===== config.mk =====
export PLATFORM = sky130hd
export DESIGN_NAME = option_byte_config_decoder
export DESIGN_NICKNAME = d
export VERILOG_FILES = /design/src/pkg/option_cfg_pkg.sv /design/src/core/option_store.sv /design/src/core/option_byte_config_decoder.sv
export SDC_FILE = /design/constraint.sdc
export NUM_CORES = 1
export LEC_CHECK = 0
export ABC_AREA = 1
export BUFFER_PORTS_ARGS = -buffer_cell sky130_fd_sc_hd__buf_4
export CELL_PAD_IN_SITES_DETAIL_PLACEMENT = 0
export CELL_PAD_IN_SITES_GLOBAL_PLACEMENT = 1
export CORE_ASPECT_RATIO = 0.7
export CORE_MARGIN = 3
export CORE_UTILIZATION = 46
export DETAILED_ROUTE_END_ITERATION = 10
export PLACE_DENSITY = 0.94
export SLEW_MARGIN = 20
export SYNTH_ARGS = -nofsm -noshare
export SYNTH_HDL_FRONTEND = slang
export SYNTH_HIERARCHICAL = 1
export SYNTH_SLANG_ARGS = --single-unit

===== constraint.sdc =====
create_clock -name clk -period 2.75 [get_ports clk]
set_input_delay 0.1375 -clock clk [delete_from_list [all_inputs] [get_ports clk]]
set_output_delay 0.1375 -clock clk [all_outputs]
set_load 0.01 [all_outputs]

===== src/pkg/option_cfg_pkg.sv =====
// Constants, field positions and state types of the option byte decoder.
// Summary of operation
// An erased option store reads FFh in each byte, so every option defaults to 1.
// The option bytes have no address and can be read or written only in programming mode.
// Byte 0 bit 7 set makes entering halt with the watchdog active cause a reset; clear means no reset.
// Byte 0 bit 6 clear gives a hardware watchdog that is always on; set leaves enabling to software.
// Byte 0 bit 5 clear selects the PLL as system clock; set selects the oscillator.
// Byte 0 bits 4:3 code 00 enables both voltage detectors, 01 only the low-voltage one, 10 neither.
// Voltage code 11 disables both detectors, the same as code 10.
// Byte 0 bit 2 clear gives a 4096-cycle reset and halt-exit phase; set gives 256 cycles.
// With the PLL selected the reset phase is always 4096 cycles, whatever bit 2 holds.
// The programmer should pick the 4096-cycle phase when a crystal or resonator is fitted.
// Byte 0 bit 1 clear enables the divide-by-two stage feeding the PLL; set bypasses it.
// Byte 0 bit 0 clear blocks user memory access in test and in-circuit programming modes.
// Erasing the options while protection is on first erases the whole user memory.
// Byte 1 bits 7:5 select the package: 000 32, 001 44, 010 56, 011 64, 1xx 80 pins.
// Byte 1 bits 1:0 set the motor outputs in reset: 01 low, 10 high, 00 and 11 high impedance.
// Both bytes are loaded during reset and the settings hold until the next reset.
package option_cfg_pkg;

  localparam int          OPT_BYTES         = 2;
  localparam logic [7:0]  OPT_ERASED        = 8'hFF;
  localparam logic [7:0]  RDATA_IDLE        = 8'h00;

  // Byte 0 field positions.
  localparam int          B0_HALT_RST       = 7;
  localparam int          B0_WATCHDOG_TYPE_SELECT         = 6;
  localparam int          B0_CLK_SRC        = 5;
  localparam int          B0_VD_HI          = 4;
  localparam int          B0_VD_LO          = 3;
  localparam int          B0_RST_LEN        = 2;
  localparam int          B0_HALF_CLOCK_DIVIDER           = 1;
  localparam int          B0_PROTECT        = 0;

  // Byte 1 field positions.
  localparam int          B1_PKG_HI         = 7;
  localparam int          B1_PKG_MID        = 6;
  localparam int          B1_PKG_LO         = 5;
  localparam int          B1_MCO_HI         = 1;
  localparam int          B1_MCO_LO         = 0;

  localparam logic [1:0]  VD_BOTH_ON        = 2'h0;
  localparam logic [1:0]  VD_LOW_ONLY       = 2'h1;
  localparam logic [1:0]  MCO_DRIVE_LOW     = 2'h1;
  localparam logic [1:0]  MCO_DRIVE_HIGH    = 2'h2;

  localparam logic [2:0]  PKG_32            = 3'h0;
  localparam logic [2:0]  PKG_44            = 3'h1;
  localparam logic [2:0]  PKG_56            = 3'h2;
  localparam logic [6:0]  PINS_32           = 7'h20;
  localparam logic [6:0]  PINS_44           = 7'h2C;
  localparam logic [6:0]  PINS_56           = 7'h38;
  localparam logic [6:0]  PINS_64           = 7'h40;
  localparam logic [6:0]  PINS_80           = 7'h50;

  localparam logic [12:0] RESET_LONG_CYCLES  = 13'h1000;
  localparam logic [12:0] RESET_SHORT_CYCLES = 13'h0100;

  // Positions inside the synchronised programming pin vector.
  localparam int          PIN_W             = 12;
  localparam int          PIN_MODE          = 11;
  localparam int          PIN_SEL           = 10;
  localparam int          PIN_WR            = 9;
  localparam int          PIN_ERASE         = 8;

  typedef enum logic [1:0] {
    ST_LOAD,
    ST_RUN,
    ST_ERASE_USER
  } cfg_state_t;

endpackage


===== src/core/option_store.sv =====
// Non-volatile option byte store held in flip-flops.
module option_store (
  // Clock and power-up clear
  input  wire logic       clk,
  input  wire logic       store_init,
  // Programming access
  input  wire logic       wr,
  input  wire logic       idx,
  input  wire logic [7:0] wdata,
  input  wire logic       erase,
  // Contents
  output logic      [7:0] byte0,
  output logic      [7:0] byte1
);

  logic [7:0] mem [option_cfg_pkg::OPT_BYTES];

  // Only the power-up clear touches the store; the system reset must not,
  // otherwise the options would be lost on every reset.
  generate
    for (genvar i = 0; i < option_cfg_pkg::OPT_BYTES; i++) begin : g_byte
      always_ff @(posedge clk or posedge store_init) begin
        if (store_init) begin
          mem[i] <= option_cfg_pkg::OPT_ERASED;
        end else if (erase) begin
          mem[i] <= option_cfg_pkg::OPT_ERASED;
        end else if (wr && (int'(idx) == i)) begin
          mem[i] <= wdata;
        end
      end
    end
  endgenerate

  assign byte0 = mem[0];
  assign byte1 = mem[1];

endmodule


===== src/core/option_byte_config_decoder.sv =====
// Option byte loader and decoder that drives the static hardware settings.
module option_byte_config_decoder (
  // Clock and resets
  input  wire logic        clk,
  input  wire logic        rst,
  input  wire logic        store_init,
  // Programming pins from the external tool
  input  wire logic        prog_mode,
  input  wire logic        prog_sel,
  input  wire logic        prog_wr,
  input  wire logic        prog_erase,
  input  wire logic [7:0]  prog_wdata,
  output logic      [7:0]  prog_rdata,
  output logic             prog_busy,
  // User memory erase handshake and access block
  output logic             user_erase_req,
  input  wire logic        user_erase_done,
  output logic             user_mem_block,
  // Watchdog settings
  output logic             halt_entry_reset_select,
  output logic             watchdog_type_select,
  // Clock and reset settings
  output logic             clock_source_select,
  output logic             half_clock_divider,
  output logic      [12:0] reset_cycles,
  // Supervisor settings
  output logic             low_voltage_detector,
  output logic             auxiliary_voltage_detector,
  // Protection, package and motor output settings
  output logic             readout_protect,
  output logic      [2:0]  package_code,
  output logic      [6:0]  package_pins,
  output logic             motor_output_reset_oe,
  output logic             motor_output_reset_level
);

  option_cfg_pkg::cfg_state_t state;

  logic [option_cfg_pkg::PIN_W-1:0] pin_meta;
  logic [option_cfg_pkg::PIN_W-1:0] pin_sync;
  logic [option_cfg_pkg::PIN_W-1:0] pin_prev;
  logic                             mode_s;
  logic                             wr_pulse;
  logic                             erase_pulse;
  logic                             store_wr;
  logic                             store_erase;
  logic                             store_idx;
  logic [7:0]                       store_wdata;
  logic [7:0]                       store_b0;
  logic [7:0]                       store_b1;
  logic [7:0]                       cfg0;
  logic [7:0]                       cfg1;
  logic [1:0]                       vd_code;
  logic [1:0]                       mco_code;

  // The tool's pins are asynchronous; the first stage is read only here.
  always_ff @(posedge clk or posedge rst) begin
    if (rst) begin
      pin_meta <= '0;
      pin_sync <= '0;
      pin_prev <= '0;
    end else begin
      pin_meta <= {prog_mode, prog_sel, prog_wr, prog_erase, prog_wdata};
      pin_sync <= pin_meta;
      pin_prev <= pin_sync;
    end
  end

  assign mode_s      = pin_sync[option_cfg_pkg::PIN_MODE];
  assign wr_pulse    = pin_sync[option_cfg_pkg::PIN_WR] &&
                       !pin_prev[option_cfg_pkg::PIN_WR];
  assign erase_pulse = pin_sync[option_cfg_pkg::PIN_ERASE] &&
                       !pin_prev[option_cfg_pkg::PIN_ERASE];

  option_store u_store (
    .clk        (clk),
    .store_init (store_init),
    .wr         (store_wr),
    .idx        (store_idx),
    .wdata      (store_wdata),
    .erase      (store_erase),
    .byte0      (store_b0),
    .byte1      (store_b1)
  );

  // Sequencer: one load cycle after reset, then programming service.
  always_ff @(posedge clk or posedge rst) begin
    if (rst) begin
      state <= option_cfg_pkg::ST_LOAD;
    end else begin
      case (state)
        option_cfg_pkg::ST_LOAD: begin
          state <= option_cfg_pkg::ST_RUN;
        end
        option_cfg_pkg::ST_RUN: begin
          if (erase_pulse && mode_s &&
              !store_b0[option_cfg_pkg::B0_PROTECT]) begin
            state <= option_cfg_pkg::ST_ERASE_USER;
          end
        end
        option_cfg_pkg::ST_ERASE_USER: begin
          if (user_erase_done) begin
            state <= option_cfg_pkg::ST_RUN;
          end
        end
        default: begin
          state <= option_cfg_pkg::ST_LOAD;
        end
      endcase
    end
  end

  // Store access: strobes act only in programming mode; the deferred erase follows user_erase_done in any mode.
  always_ff @(posedge clk or posedge rst) begin
    if (rst) begin
      store_wr    <= 1'b0;
      store_erase <= 1'b0;
      store_idx   <= 1'b0;
      store_wdata <= option_cfg_pkg::OPT_ERASED;
    end else begin
      store_wr    <= 1'b0;
      store_erase <= 1'b0;
      if (state == option_cfg_pkg::ST_RUN && mode_s) begin
        if (erase_pulse) begin
          store_erase <= store_b0[option_cfg_pkg::B0_PROTECT];
        end else if (wr_pulse) begin
          store_wr    <= 1'b1;
          store_idx   <= pin_sync[option_cfg_pkg::PIN_SEL];
          store_wdata <= pin_sync[7:0];
        end
      end else if (state == option_cfg_pkg::ST_ERASE_USER &&
                   user_erase_done) begin
        store_erase <= 1'b1;
      end
    end
  end

  // User memory erase request stands until the memory reports done.
  always_ff @(posedge clk or posedge rst) begin
    if (rst) begin
      user_erase_req <= 1'b0;
    end else begin
      user_erase_req <= (state == option_cfg_pkg::ST_RUN && erase_pulse &&
                         mode_s && !store_b0[option_cfg_pkg::B0_PROTECT]) ||
                        (state == option_cfg_pkg::ST_ERASE_USER &&
                         !user_erase_done);
    end
  end

  // Readback and status toward the tool.
  always_ff @(posedge clk or posedge rst) begin
    if (rst) begin
      prog_rdata <= option_cfg_pkg::RDATA_IDLE;
      prog_busy  <= 1'b1;
    end else begin
      if (mode_s) begin
        prog_rdata <= pin_sync[option_cfg_pkg::PIN_SEL] ? store_b1 : store_b0;
      end else begin
        prog_rdata <= option_cfg_pkg::RDATA_IDLE;
      end
      prog_busy <= (state != option_cfg_pkg::ST_RUN);
    end
  end

  // Protection blocks user memory whenever a programming mode is entered.
  always_ff @(posedge clk or posedge rst) begin
    if (rst) begin
      user_mem_block <= 1'b0;
    end else begin
      user_mem_block <= mode_s && readout_protect;
    end
  end

  // Snapshot of both bytes taken once per reset; later programming only
  // changes the store, so new options apply at the next reset.
  always_ff @(posedge clk or posedge rst) begin
    if (rst) begin
      cfg0 <= option_cfg_pkg::OPT_ERASED;
      cfg1 <= option_cfg_pkg::OPT_ERASED;
    end else if (state == option_cfg_pkg::ST_LOAD) begin
      cfg0 <= store_b0;
      cfg1 <= store_b1;
    end
  end

  assign vd_code  = {store_b0[option_cfg_pkg::B0_VD_HI],
                     store_b0[option_cfg_pkg::B0_VD_LO]};
  assign mco_code = {store_b1[option_cfg_pkg::B1_MCO_HI],
                     store_b1[option_cfg_pkg::B1_MCO_LO]};

  // Decoded settings, loaded in the same cycle as the snapshot. Reset
  // values are those of an erased store.
  always_ff @(posedge clk or posedge rst) begin
    if (rst) begin
      halt_entry_reset_select    <= 1'b1;
      watchdog_type_select       <= 1'b1;
      clock_source_select        <= 1'b1;
      half_clock_divider         <= 1'b0;
      reset_cycles               <= option_cfg_pkg::RESET_SHORT_CYCLES;
      low_voltage_detector       <= 1'b0;
      auxiliary_voltage_detector <= 1'b0;
      readout_protect            <= 1'b0;
      package_code               <= 3'h7;
      package_pins               <= option_cfg_pkg::PINS_80;
      motor_output_reset_oe      <= 1'b0;
      motor_output_reset_level   <= 1'b0;
    end else if (state == option_cfg_pkg::ST_LOAD) begin
      halt_entry_reset_select <= store_b0[option_cfg_pkg::B0_HALT_RST];
      watchdog_type_select    <= store_b0[option_cfg_pkg::B0_WATCHDOG_TYPE_SELECT];
      clock_source_select     <= store_b0[option_cfg_pkg::B0_CLK_SRC];
      half_clock_divider      <= !store_b0[option_cfg_pkg::B0_HALF_CLOCK_DIVIDER];
      // PLL selection overrides a short reset phase.
      if (store_b0[option_cfg_pkg::B0_CLK_SRC] &&
          store_b0[option_cfg_pkg::B0_RST_LEN]) begin
        reset_cycles <= option_cfg_pkg::RESET_SHORT_CYCLES;
      end else begin
        reset_cycles <= option_cfg_pkg::RESET_LONG_CYCLES;
      end
      low_voltage_detector <= (vd_code == option_cfg_pkg::VD_BOTH_ON) ||
                              (vd_code == option_cfg_pkg::VD_LOW_ONLY);
      auxiliary_voltage_detector <=
        (vd_code == option_cfg_pkg::VD_BOTH_ON);
      readout_protect <= !store_b0[option_cfg_pkg::B0_PROTECT];
      package_code <= {store_b1[option_cfg_pkg::B1_PKG_HI],
                       store_b1[option_cfg_pkg::B1_PKG_MID],
                       store_b1[option_cfg_pkg::B1_PKG_LO]};
      if (store_b1[option_cfg_pkg::B1_PKG_HI]) begin
        package_pins <= option_cfg_pkg::PINS_80;
      end else begin
        case ({store_b1[option_cfg_pkg::B1_PKG_MID],
               store_b1[option_cfg_pkg::B1_PKG_LO]})
          option_cfg_pkg::PKG_32[1:0]: package_pins <= option_cfg_pkg::PINS_32;
          option_cfg_pkg::PKG_44[1:0]: package_pins <= option_cfg_pkg::PINS_44;
          option_cfg_pkg::PKG_56[1:0]: package_pins <= option_cfg_pkg::PINS_56;
          default:                     package_pins <= option_cfg_pkg::PINS_64;
        endcase
      end
      motor_output_reset_oe <= (mco_code == option_cfg_pkg::MCO_DRIVE_LOW) ||
                               (mco_code == option_cfg_pkg::MCO_DRIVE_HIGH);
      motor_output_reset_level <=
        (mco_code == option_cfg_pkg::MCO_DRIVE_HIGH);
    end
  end
endmodule


* Word-level counts from Yosys, hierarchy flattened
Index checks and enable logic that the tools add are counted.
** Word-level totals
- Register bits :: 106
- Input port bits :: 16
** Operators by class
- Equal/unequal tests :: 10
- Reductions and logical operators :: 29
- Bitwise logic cells :: 2
- Mux-type cells :: 18
** Operator list (number)
- $mux 8 :: 6
- $pmux 7 s3 :: 1
- $logic_and 1x1->1 :: 14
- $mux 13 :: 1
- $eq 2x1->1 const B :: 4
- $mux 7 :: 1
- $eq 2x2->1 const B :: 3
- $logic_not 2->1 :: 3
- $mux 1 :: 6
- $pmux 2 s3 :: 1
- $logic_not 1->1 :: 5
- $mux 2 :: 2
- $ne 2x2->1 const B :: 2
- $reduce_bool 2->1 :: 2
- $logic_or 1x1->1 :: 3
- $reduce_and 3->1 :: 1
- $ne 2x1->1 const B :: 1
- $not 1->1 :: 2
- $reduce_and 2->1 :: 1

* Longest topological paths before layout
Gate-level depths: netlist (run 1).
- Word-level depth :: 6
- Mapped depth :: 6
- Depth with buffers taken out :: 6

* By module
The synthesis (run 1) kept the hierarchy.
** Modules (own cells, without submodules)
- option_byte_config_decoder :: cells an instance 221, area each 2508.7 sq um, times used 1
- option_store :: cells an instance 80, area each 725.7 sq um, times used 1

* Least setup slack after synthesis (run 1)
OpenSTA, ideal clock, no wires.
- Path kind :: register to register
- From :: register u_store.mem (netlist bit u_store/byte1[5])
- To :: register package_pins[3]
- Buffers on the path :: 0
- Cell stages (with the launch flop) :: 4
- Setup time :: 0.083 ns
- Slack :: 1.675 ns
- Arrival time :: 0.992 ns
- Cell sequence :: dfstp_2 > inv_1 > ha_1 > o21ai_0
** On the way
- Longest elaborated chain between the ends :: 3
- Elaborated cells on any way between the ends :: 5
** Ends and longest elaborated chain
- start, declared :: line option_store.sv:16 : logic [7:0] mem [option_cfg_pkg::OPT_BYTES];
- start signal, assigned by index :: line option_store.sv:24 : mem[i] <= option_cfg_pkg::OPT_ERASED;
- start signal, assigned by index :: line option_store.sv:26 : mem[i] <= option_cfg_pkg::OPT_ERASED;
- start signal, assigned by index :: line option_store.sv:28 : mem[i] <= wdata;
- $eq 2x2->1 (tied with other cells) :: line option_byte_config_decoder.sv:230 : case ({store_b1[option_cfg_pkg::B1_PKG_MID],
- $pmux 7 s3 (*) :: line option_byte_config_decoder.sv:230
- $mux 7 (*) :: line option_byte_config_decoder.sv:227 : if (store_b1[option_cfg_pkg::B1_PKG_HI]) begin
- end signal, assigned :: line option_byte_config_decoder.sv:228 : package_pins <= option_cfg_pkg::PINS_80;
- end signal, assigned :: line option_byte_config_decoder.sv:232 : option_cfg_pkg::PKG_32[1:0]: package_pins <= option_cfg_pkg::PINS_32;
- end signal, assigned :: line option_byte_config_decoder.sv:233 : option_cfg_pkg::PKG_44[1:0]: package_pins <= option_cfg_pkg::PINS_44;
- end, declared :: line option_byte_config_decoder.sv:32 : output logic [6:0] package_pins,
Mark *: on every way between the ends. The rest lies on a longest branch, timed or not.
A chain may end at the register's enable or synchronous reset.

* Worst setup path after layout (run 1)
- From :: register state[1]
- To :: register motor_output_reset_oe
** On the way
- Longest elaborated chain between the ends :: 1
** Ends and longest elaborated chain
- start, declared :: line option_byte_config_decoder.sv:37 : option_cfg_pkg::cfg_state_t state;
- start signal, assigned :: line option_byte_config_decoder.sv:89 : state <= option_cfg_pkg::ST_LOAD;
- start signal, assigned :: line option_byte_config_decoder.sv:93 : state <= option_cfg_pkg::ST_RUN;
- start signal, assigned :: line option_byte_config_decoder.sv:98 : state <= option_cfg_pkg::ST_ERASE_USER;
- $logic_not 2->1 :: line option_byte_config_decoder.sv:207 : end else if (state == option_cfg_pkg::ST_LOAD) begin
- end signal, assigned :: line option_byte_config_decoder.sv:238 : motor_output_reset_oe <= (mco_code == option_cfg_pkg::MCO_DRIVE_LOW) ||
- end, declared :: line option_byte_config_decoder.sv:33 : output logic motor_output_reset_oe,
No other way between the ends.

==> out/results.ini, run 1 <==
[logic_synthesis]
ys_ff_latch=85
synth_cell_types=23
synthCells=301
syn_area_sq_mm=0.003234
ys_seq_area_frac=0.6708
syn_area_per_cell_sq_um=10.75
ys.flop_type=dfrtp_1
async_reset_ff_frac=1.000
synth_edf_count=0
synth_warnings=6

[drt]
drcViolationCount=0
viasPerCell=4.501
vias=2075
routed_wl_microns=5645
wl_met1_microns=2844
met2_length_microns=2395
wl_met3_microns=380
drt_iter0_drc=118
highest_layer=met4
ant_nets=0
drt-wirelength-per-cell_microns=12.25
first_pass_iters=4

[floorplanning]
fp.dieW_microns=106.2
die_height_microns=76.16
dieArea_sq_mm=0.008089
core_sq_mm=0.006516
start_util=0.4964
row_count=24
io_pins=59

[clock_network]
htree_levels=3
cts_buffer_depth=2
clockRootBuffer=clkbuf_8
cts_num_sinks=85
clk_pin_slew_worst_paths_ns=0.08
cts-resized-gates=0
cts_buffers=9
cts_tree=done
post_cts_buffers=0
insertion_delay_ns=0.35

[finish]
antenna_cells=0
area_growth_pct=21.20
layout.nets=385
final_area_sq_mm=0.003920
drive_gt1_frac=0.3027

[power_and_ir_drop]
vdd_drop_max_v=0.0004869
p_int_uw=2485
p_switching_uw=1127
power_frac_seq=0.534
leakage_uw=0.001961
switching_share=0.3120
clockPowerShare=0.220
power_density_mw_per_mm2=921.4
pwr-share-comb=0.246

[setup_path]
worstPathCellList=nor2_2 > inv_1 > nand2_1 > o21ai_1
crit_slowest_cell=dfrtp_1
path_max_fanout=21
arrival_ns=1.84
cp_data_required_time_ns=2.97
max_stage_delay_ns=0.43
timing.critical_path.to_type=flop
startpoint_type=flop
startpoint=state[1]
r2r-start=state[1]
crit_type=flop to flop

[sta]
slew_headroom=0.6087
tns_ns=0
finalHoldViolCount=0
setup-violations-final=0
period_minus_slack_ns=1.623
fmaxAchievable_mhz=616.2
skew_ns=0.005953
rsz0062_at_grt=no
worst_pin_slew_ns=0.5863
maxSlewViolCount=0
post-route-period-util=0.5901

[global_routing]
grt_pass1_wl_microns=9735
grt_max_degree=39
grtUsageTotal=0.1521
antenna_found_initial=0
grt_pass1_vias=2042
gr-total-overflow=0

[run_status]
status=complete, no violations

[placed_design]
gp_congestion=0.7799
io_buffers=45
placed_area_sq_mm=0.003596
dp_hpwl_microns=4064

[flow_run]
drv_cap=0

[worst_hold_path]
hp-class=input port to asynchronous set/reset pin

==> worst paths after layout <==
path	end	slack (ns)	depth (start not counted)
worst max-delay path	motor_output_reset_oe	1.13	4
worst min-delay path	u_store/byte1[7]	0.20	2
worst max register to register	motor_output_reset_oe	1.13	4
worst min register to register	pin_sync[3]	0.35	0
max in group asynchronous	store_wdata[5]	1.92	4
min in group clk	pin_sync[3]	0.35	0
==> sequential cells by signal, indices dropped and copies added (netlist names), 2 cells and up <==
signal / cells
pin_sync: 12
pin_meta: 12
reset_cycles: 2
package_pins: 5
u_store/byte0: 8
store_wdata: 8
prog_rdata: 8
pin_prev: 2
u_store/byte1: 8
package_code: 3
state: 2
==> timing repair <==
action                                  in CTS  in global routing
hold buffers                                14                  0
endpoints found under the setup margin       0                  0
endpoints found under the hold margin       65                  0
==> metal layers <==
metal,vias to the layer above,track usage
li1,1054,-
met3,2,0.06689
met2,61,0.2149
met1,958,0.2168
met5,-,0
met4,0,0.03493
==> cells in the final DEF (no fill, tap or decap), drive strengths merged <==
cell type	netlist	routed
clkinvlp	0	2
nand2	88	88
nor2	19	19
clkbuf	0	10
o21ai	18	18
conb	1	13
ha	4	4
o22ai	2	2
or2	8	8
dfrtp	51	51
nand3	27	27
a21oi	7	7
buf	20	47
inv	21	22
dfstp	34	34
clkinv	0	3
dlygate4sd3	0	14
o21a	1	1
==> power groups by stage <==
stage / Combinational, uW / Clock (uW) / Sequential [uW]
global placement: 853 / 0 / 1940
global route: 1010 / 879 / 1980
detailed placement: 883 / 0 / 1950
floorplan: 480 / 0 / 1960
CTS: 902 / 825 / 1930
finish: 888 / 794 / 1930
==> layout make-up <==
class / count / area [sq um]
tap: 91 / 113.9
timing repair buffer: 61 / 493.0
fill: 567 / 2596
clock inverter: 6 / 46.29
clock buffer: 10 / 137.6
sequential: 85 / 2170
inverter: 21 / 81.33
multi-input combinational: 187 / 878.3
==> synthesized netlist by cell type (2+ instances only) <==
library cell | number | area (sq um)
nor2_1 | 15 | 56.30
inv_1 | 18 | 67.56
or2_1 | 8 | 50.05
nand2_1 | 81 | 304.0
nand2_2 | 5 | 31.28
o21ai_0 | 11 | 55.05
dfstp_2 | 34 | 893.4
nand2_4 | 2 | 22.52
buf_6 | 2 | 22.52
a21oi_1 | 7 | 35.03
dfrtp_1 | 51 | 1276
nor2_2 | 2 | 12.51
o22ai_1 | 2 | 12.51
inv_2 | 2 | 7.510
buf_2 | 3 | 15.01
ha_1 | 4 | 50.05
nor2_4 | 2 | 22.52
nand3_1 | 27 | 135.1
buf_4 | 15 | 112.6
o21ai_1 | 7 | 35.03
==> through the flow <==
stage / power (uW) / utilization / instances / hold slack [ns] / setup WS, ns
2_1_floorplan: 2439 / - / 313 / 0.1689 / 0.9024
3_3_place_gp: 2792 / 0.5518 / 431 / 0.2389 / 1.222
3_5_place_dp: 2835 / 0.5518 / 431 / 0.2466 / 1.130
4_1_cts: 3657 / 0.6016 / 461 / 0.2008 / 1.111
5_1_grt: 3866 / 0.6016 / 461 / 0.2478 / 0.9185
6_report: 3612 / 0.6016 / 461 / 0.2024 / 1.127
==> critical path, delay by kind of cell, from the launching register on <==
kind	cells	cell delay, ns
flip-flops	1	0.43
buffers and inverters	1	0.42
AND/OR/NAND/NOR	2	0.58
AO/OA/AOI/OAI	1	0.07
==> kinds of logic after synthesis <==
group | synth area share
AOI/OAI and AO/OA | 0.04487
adders and majority gates | 0.01547
buffers and inverters | 0.07157
DFF | 0.6708
other | 0.001159
and+or+nand+nor | 0.1961
Power figures use the tool's default switching activity.
==> inputs of run 2 (changes only) <==
- ABC_AREA: 1 -> 0
- CORE_UTILIZATION: 46 -> 40
- PLACE_DENSITY: 0.94 -> 0.85
- clock period: 2.75 -> 1.4 ns (I/O delays scaled with it)
==> run 2 against run 1 <==
The run now ends with setup timing left. Clock power grew to 3.0 times the previous value. Synthesized area is 0.23% higher. Sequential power is 91% higher. Design area is 6.6% higher. Power is 110% higher. Combinational power is 79% higher. Non-clock buffer count is 12 higher. First-iteration DRC count is 1.7% lower. Clock skew is 0.0013 ns lower. Die area is 14% higher. Critical endpoint is now store_wdata[5].
==> out/results.ini, run 2 <==
[logic_synthesis]
synth_warnings=6
synth-adder-area-share=0.01544
synth.most_common_cell=dfrtp_1
muxShareOfSynthArea=0.08761
async_reset_ff_frac=1.000
syn_area_sq_mm=0.003242
synth_top_family_by_area=simple AND/OR/NAND/NOR gates
synth_compound_area_frac=0.05442
synth_cell_types=33
ys.flop_type=dfrtp_1
ys_ff_latch=85
synth_xor_area_frac=0
yosys.area_share.simple=0.1096
synth_common_cells=51 x dfrtp_1, 34 x dfstp_2, 29 x nand2_1, 21 x nor2_1, 16 x mux2i_1
syn_area_per_cell_sq_um=12.97
synthCells=250
synth_top_area_cell=dfrtp_1
ys_seq_area_frac=0.6692
synth_top_area_frac=0.3937
synthTopCellsByArea=dfrtp_1 39%, dfstp_2 28%, mux2i_1 4.9%, mux2_2 3.8%, buf_4 3.5%
synth_edf_count=0

[drt]
met2_length_microns=2624
vias=1923
drt-wirelength-per-cell_microns=14.10
drt_iter0_drc=116
viasPerCell=4.546
wl_met3_microns=324
routed_wl_microns=5963
first_pass_iters=4
wl_met1_microns=2931
drcViolationCount=0
ant_nets=0
highest_layer=met4

[setup_path]
max_stage_delay_ns=0.37
worstPathCellList=and2b_1 > nor4_4 > buf_4 > mux2_4
crit_slowest_cell=dfrtp_1
path_delay_family=simple AND/OR/NAND/NOR gates
crit_type=flop to flop
timing.critical_path.to_type=flop
r2r-start=pin_sync[8]
path_depth=4
startpoint_type=flop
path_max_fanout=5
crit_buf_inv=1
cp_data_required_time_ns=1.66
r2r_slack_ns=-0.04
arrival_ns=1.70
reg2regPathDepth=4
rr_endpoint=store_wdata[5]

[sta]
hold_slack_ns=0.1658
slew_headroom=0.6054
period_minus_slack_ns=1.438
worst_pin_slew_ns=0.5912
skew_ns=0.004690
setup_ws_ns=-0.03752
post-route-period-util=1.027
finalHoldViolCount=0
fmaxAchievable_mhz=695.6
maxSlewViolCount=0
rsz0062_at_grt=yes
setup-violations-final=8

[global_routing]
grtUsageTotal=0.1436
grt_pass1_wl_microns=10030
grt_pass1_vias=1909
grt_max_degree=70
antenna_found_initial=0
gr-total-overflow=0

[finish]
seq_area_sq_mm=0.002170
antenna_cells=0
area_growth_pct=28.95
layout.nets=340
final_cell_mix=56 x buf_4, 51 x dfrtp_1, 34 x dfstp_2
reg.largest.list=pin_meta x12, pin_sync x12
final_util=0.5515
multi_input_area_sq_um=943.4
n_fill_cell=647
layout_commonest_cell=buf_4
drive_gt1_frac=0.3846

[floorplanning]
fp.dieW_microns=113.6
io_pins=59
core_sq_mm=0.007580
die_height_microns=81.32
dieArea_sq_mm=0.009238
row_count=26
start_util=0.4277

[clock_network]
cts_num_sinks=85
cts_buffers=9
cts_buffer_depth=2
insertion_delay_ns=0.33
cts_tree=done
post_cts_buffers=0
clockRootBuffer=clkbuf_16
clk_pin_slew_worst_paths_ns=0.06
htree_levels=3

[power_and_ir_drop]
power_density_mw_per_mm2=1832
vdd_drop_max_v=0.0009157
leakage_uw=0.002033

[worst_hold_path]
hp-class=input port to asynchronous set/reset pin

[placed_design]
io_buffers=45
dp_hpwl_microns=3941
gp_congestion=0.7392

[run_status]
violations=setup timing
status=finished with violations

[flow_run]
drv_cap=0

[run 2: changes by cell type after synthesis, sizes merged, moves of 3 or more]
cell	before	now
nand2	88	29
nand3	27	2
mux2i	0	16
inv	21	6
mux2	0	11
o21ai	18	8
a211oi	0	8
nor2b	0	8
or2	8	1
clkbuf	0	6
nand2b	0	3
[run 2: worst max-delay path by stage]
stage                 from        endpoint  slack, ns
5_1_grt        pin_sync[8]  store_wdata[1]      -0.09
2_1_floorplan     state[1]       store_idx      -0.11
6_report       pin_sync[8]  store_wdata[5]      -0.04
3_3_place_gp   pin_sync[8]       store_idx     -0.002
4_1_cts           state[1]  store_wdata[1]      -0.02
3_5_place_dp   pin_sync[8]       store_idx      -0.03
[run 2: repair_timing]
item / CTS / global route
endpoints found under the hold margin: 64 / 0
resized for setup: 4 / 6
hold buffers: 14 / 0
endpoints found under the setup margin: 9 / 11
pin swaps: 2 / 1
gates cloned: 1 / 0
[run 2: per-stage QoR]
step	std cells	setup slack, ns	power, uW	setup TNS, ns	cell area, sq um
detailed placement	392	-0.03022	5256	-0.03098	3694
floorplan	262	-0.1114	4501	-0.6760	3292
finish	423	-0.03752	7659	-0.2486	4180
CTS	423	-0.01611	7731	-0.05446	4159
global placement	392	-0.001856	5184	-0.001856	3694
global route	423	-0.09223	8116	-0.7014	4180
[run 2: where the power goes]
group	total [uW]	switching, uW	internal [uW]	leakage [uW]
Clock	2390	976	1410	0.000153
Combinational	1590	747	838	0.000900
Sequential	3690	413	3270	0.000980
[run 2: kinds of logic (layout without fill, tap and decap cells)]
kind of cell             Yosys count  count (layout)
other                              1              13
buffers and inverters             32              95
multiplexers                      27              27
AND/OR/NAND/NOR                   72              72
AO/OA/AOI/OAI                     29              29
adder cells (fa/ha/maj)            4               4
flip-flops                        85              85
[run 2: per-layer routing]
| metal | global-route usage | up-vias |
|---|---|---|
| met5 | 0 | - |
| met4 | 0.05402 | 0 |
| met3 | 0.04989 | 7 |
| met2 | 0.2021 | 58 |
| met1 | 0.2042 | 925 |
| li1 | - | 933 |
[run 2: layout make-up]
type | instances | share of cell area
flip-flops and latches | 85 | 0.5190
multi-input cells | 145 | 0.2257
repair buffers | 73 | 0.1464
clock buffers | 9 | 0.05388
well taps | 98 | 0.02933
clock inverters | 7 | 0.01946
inverters | 6 | 0.006286
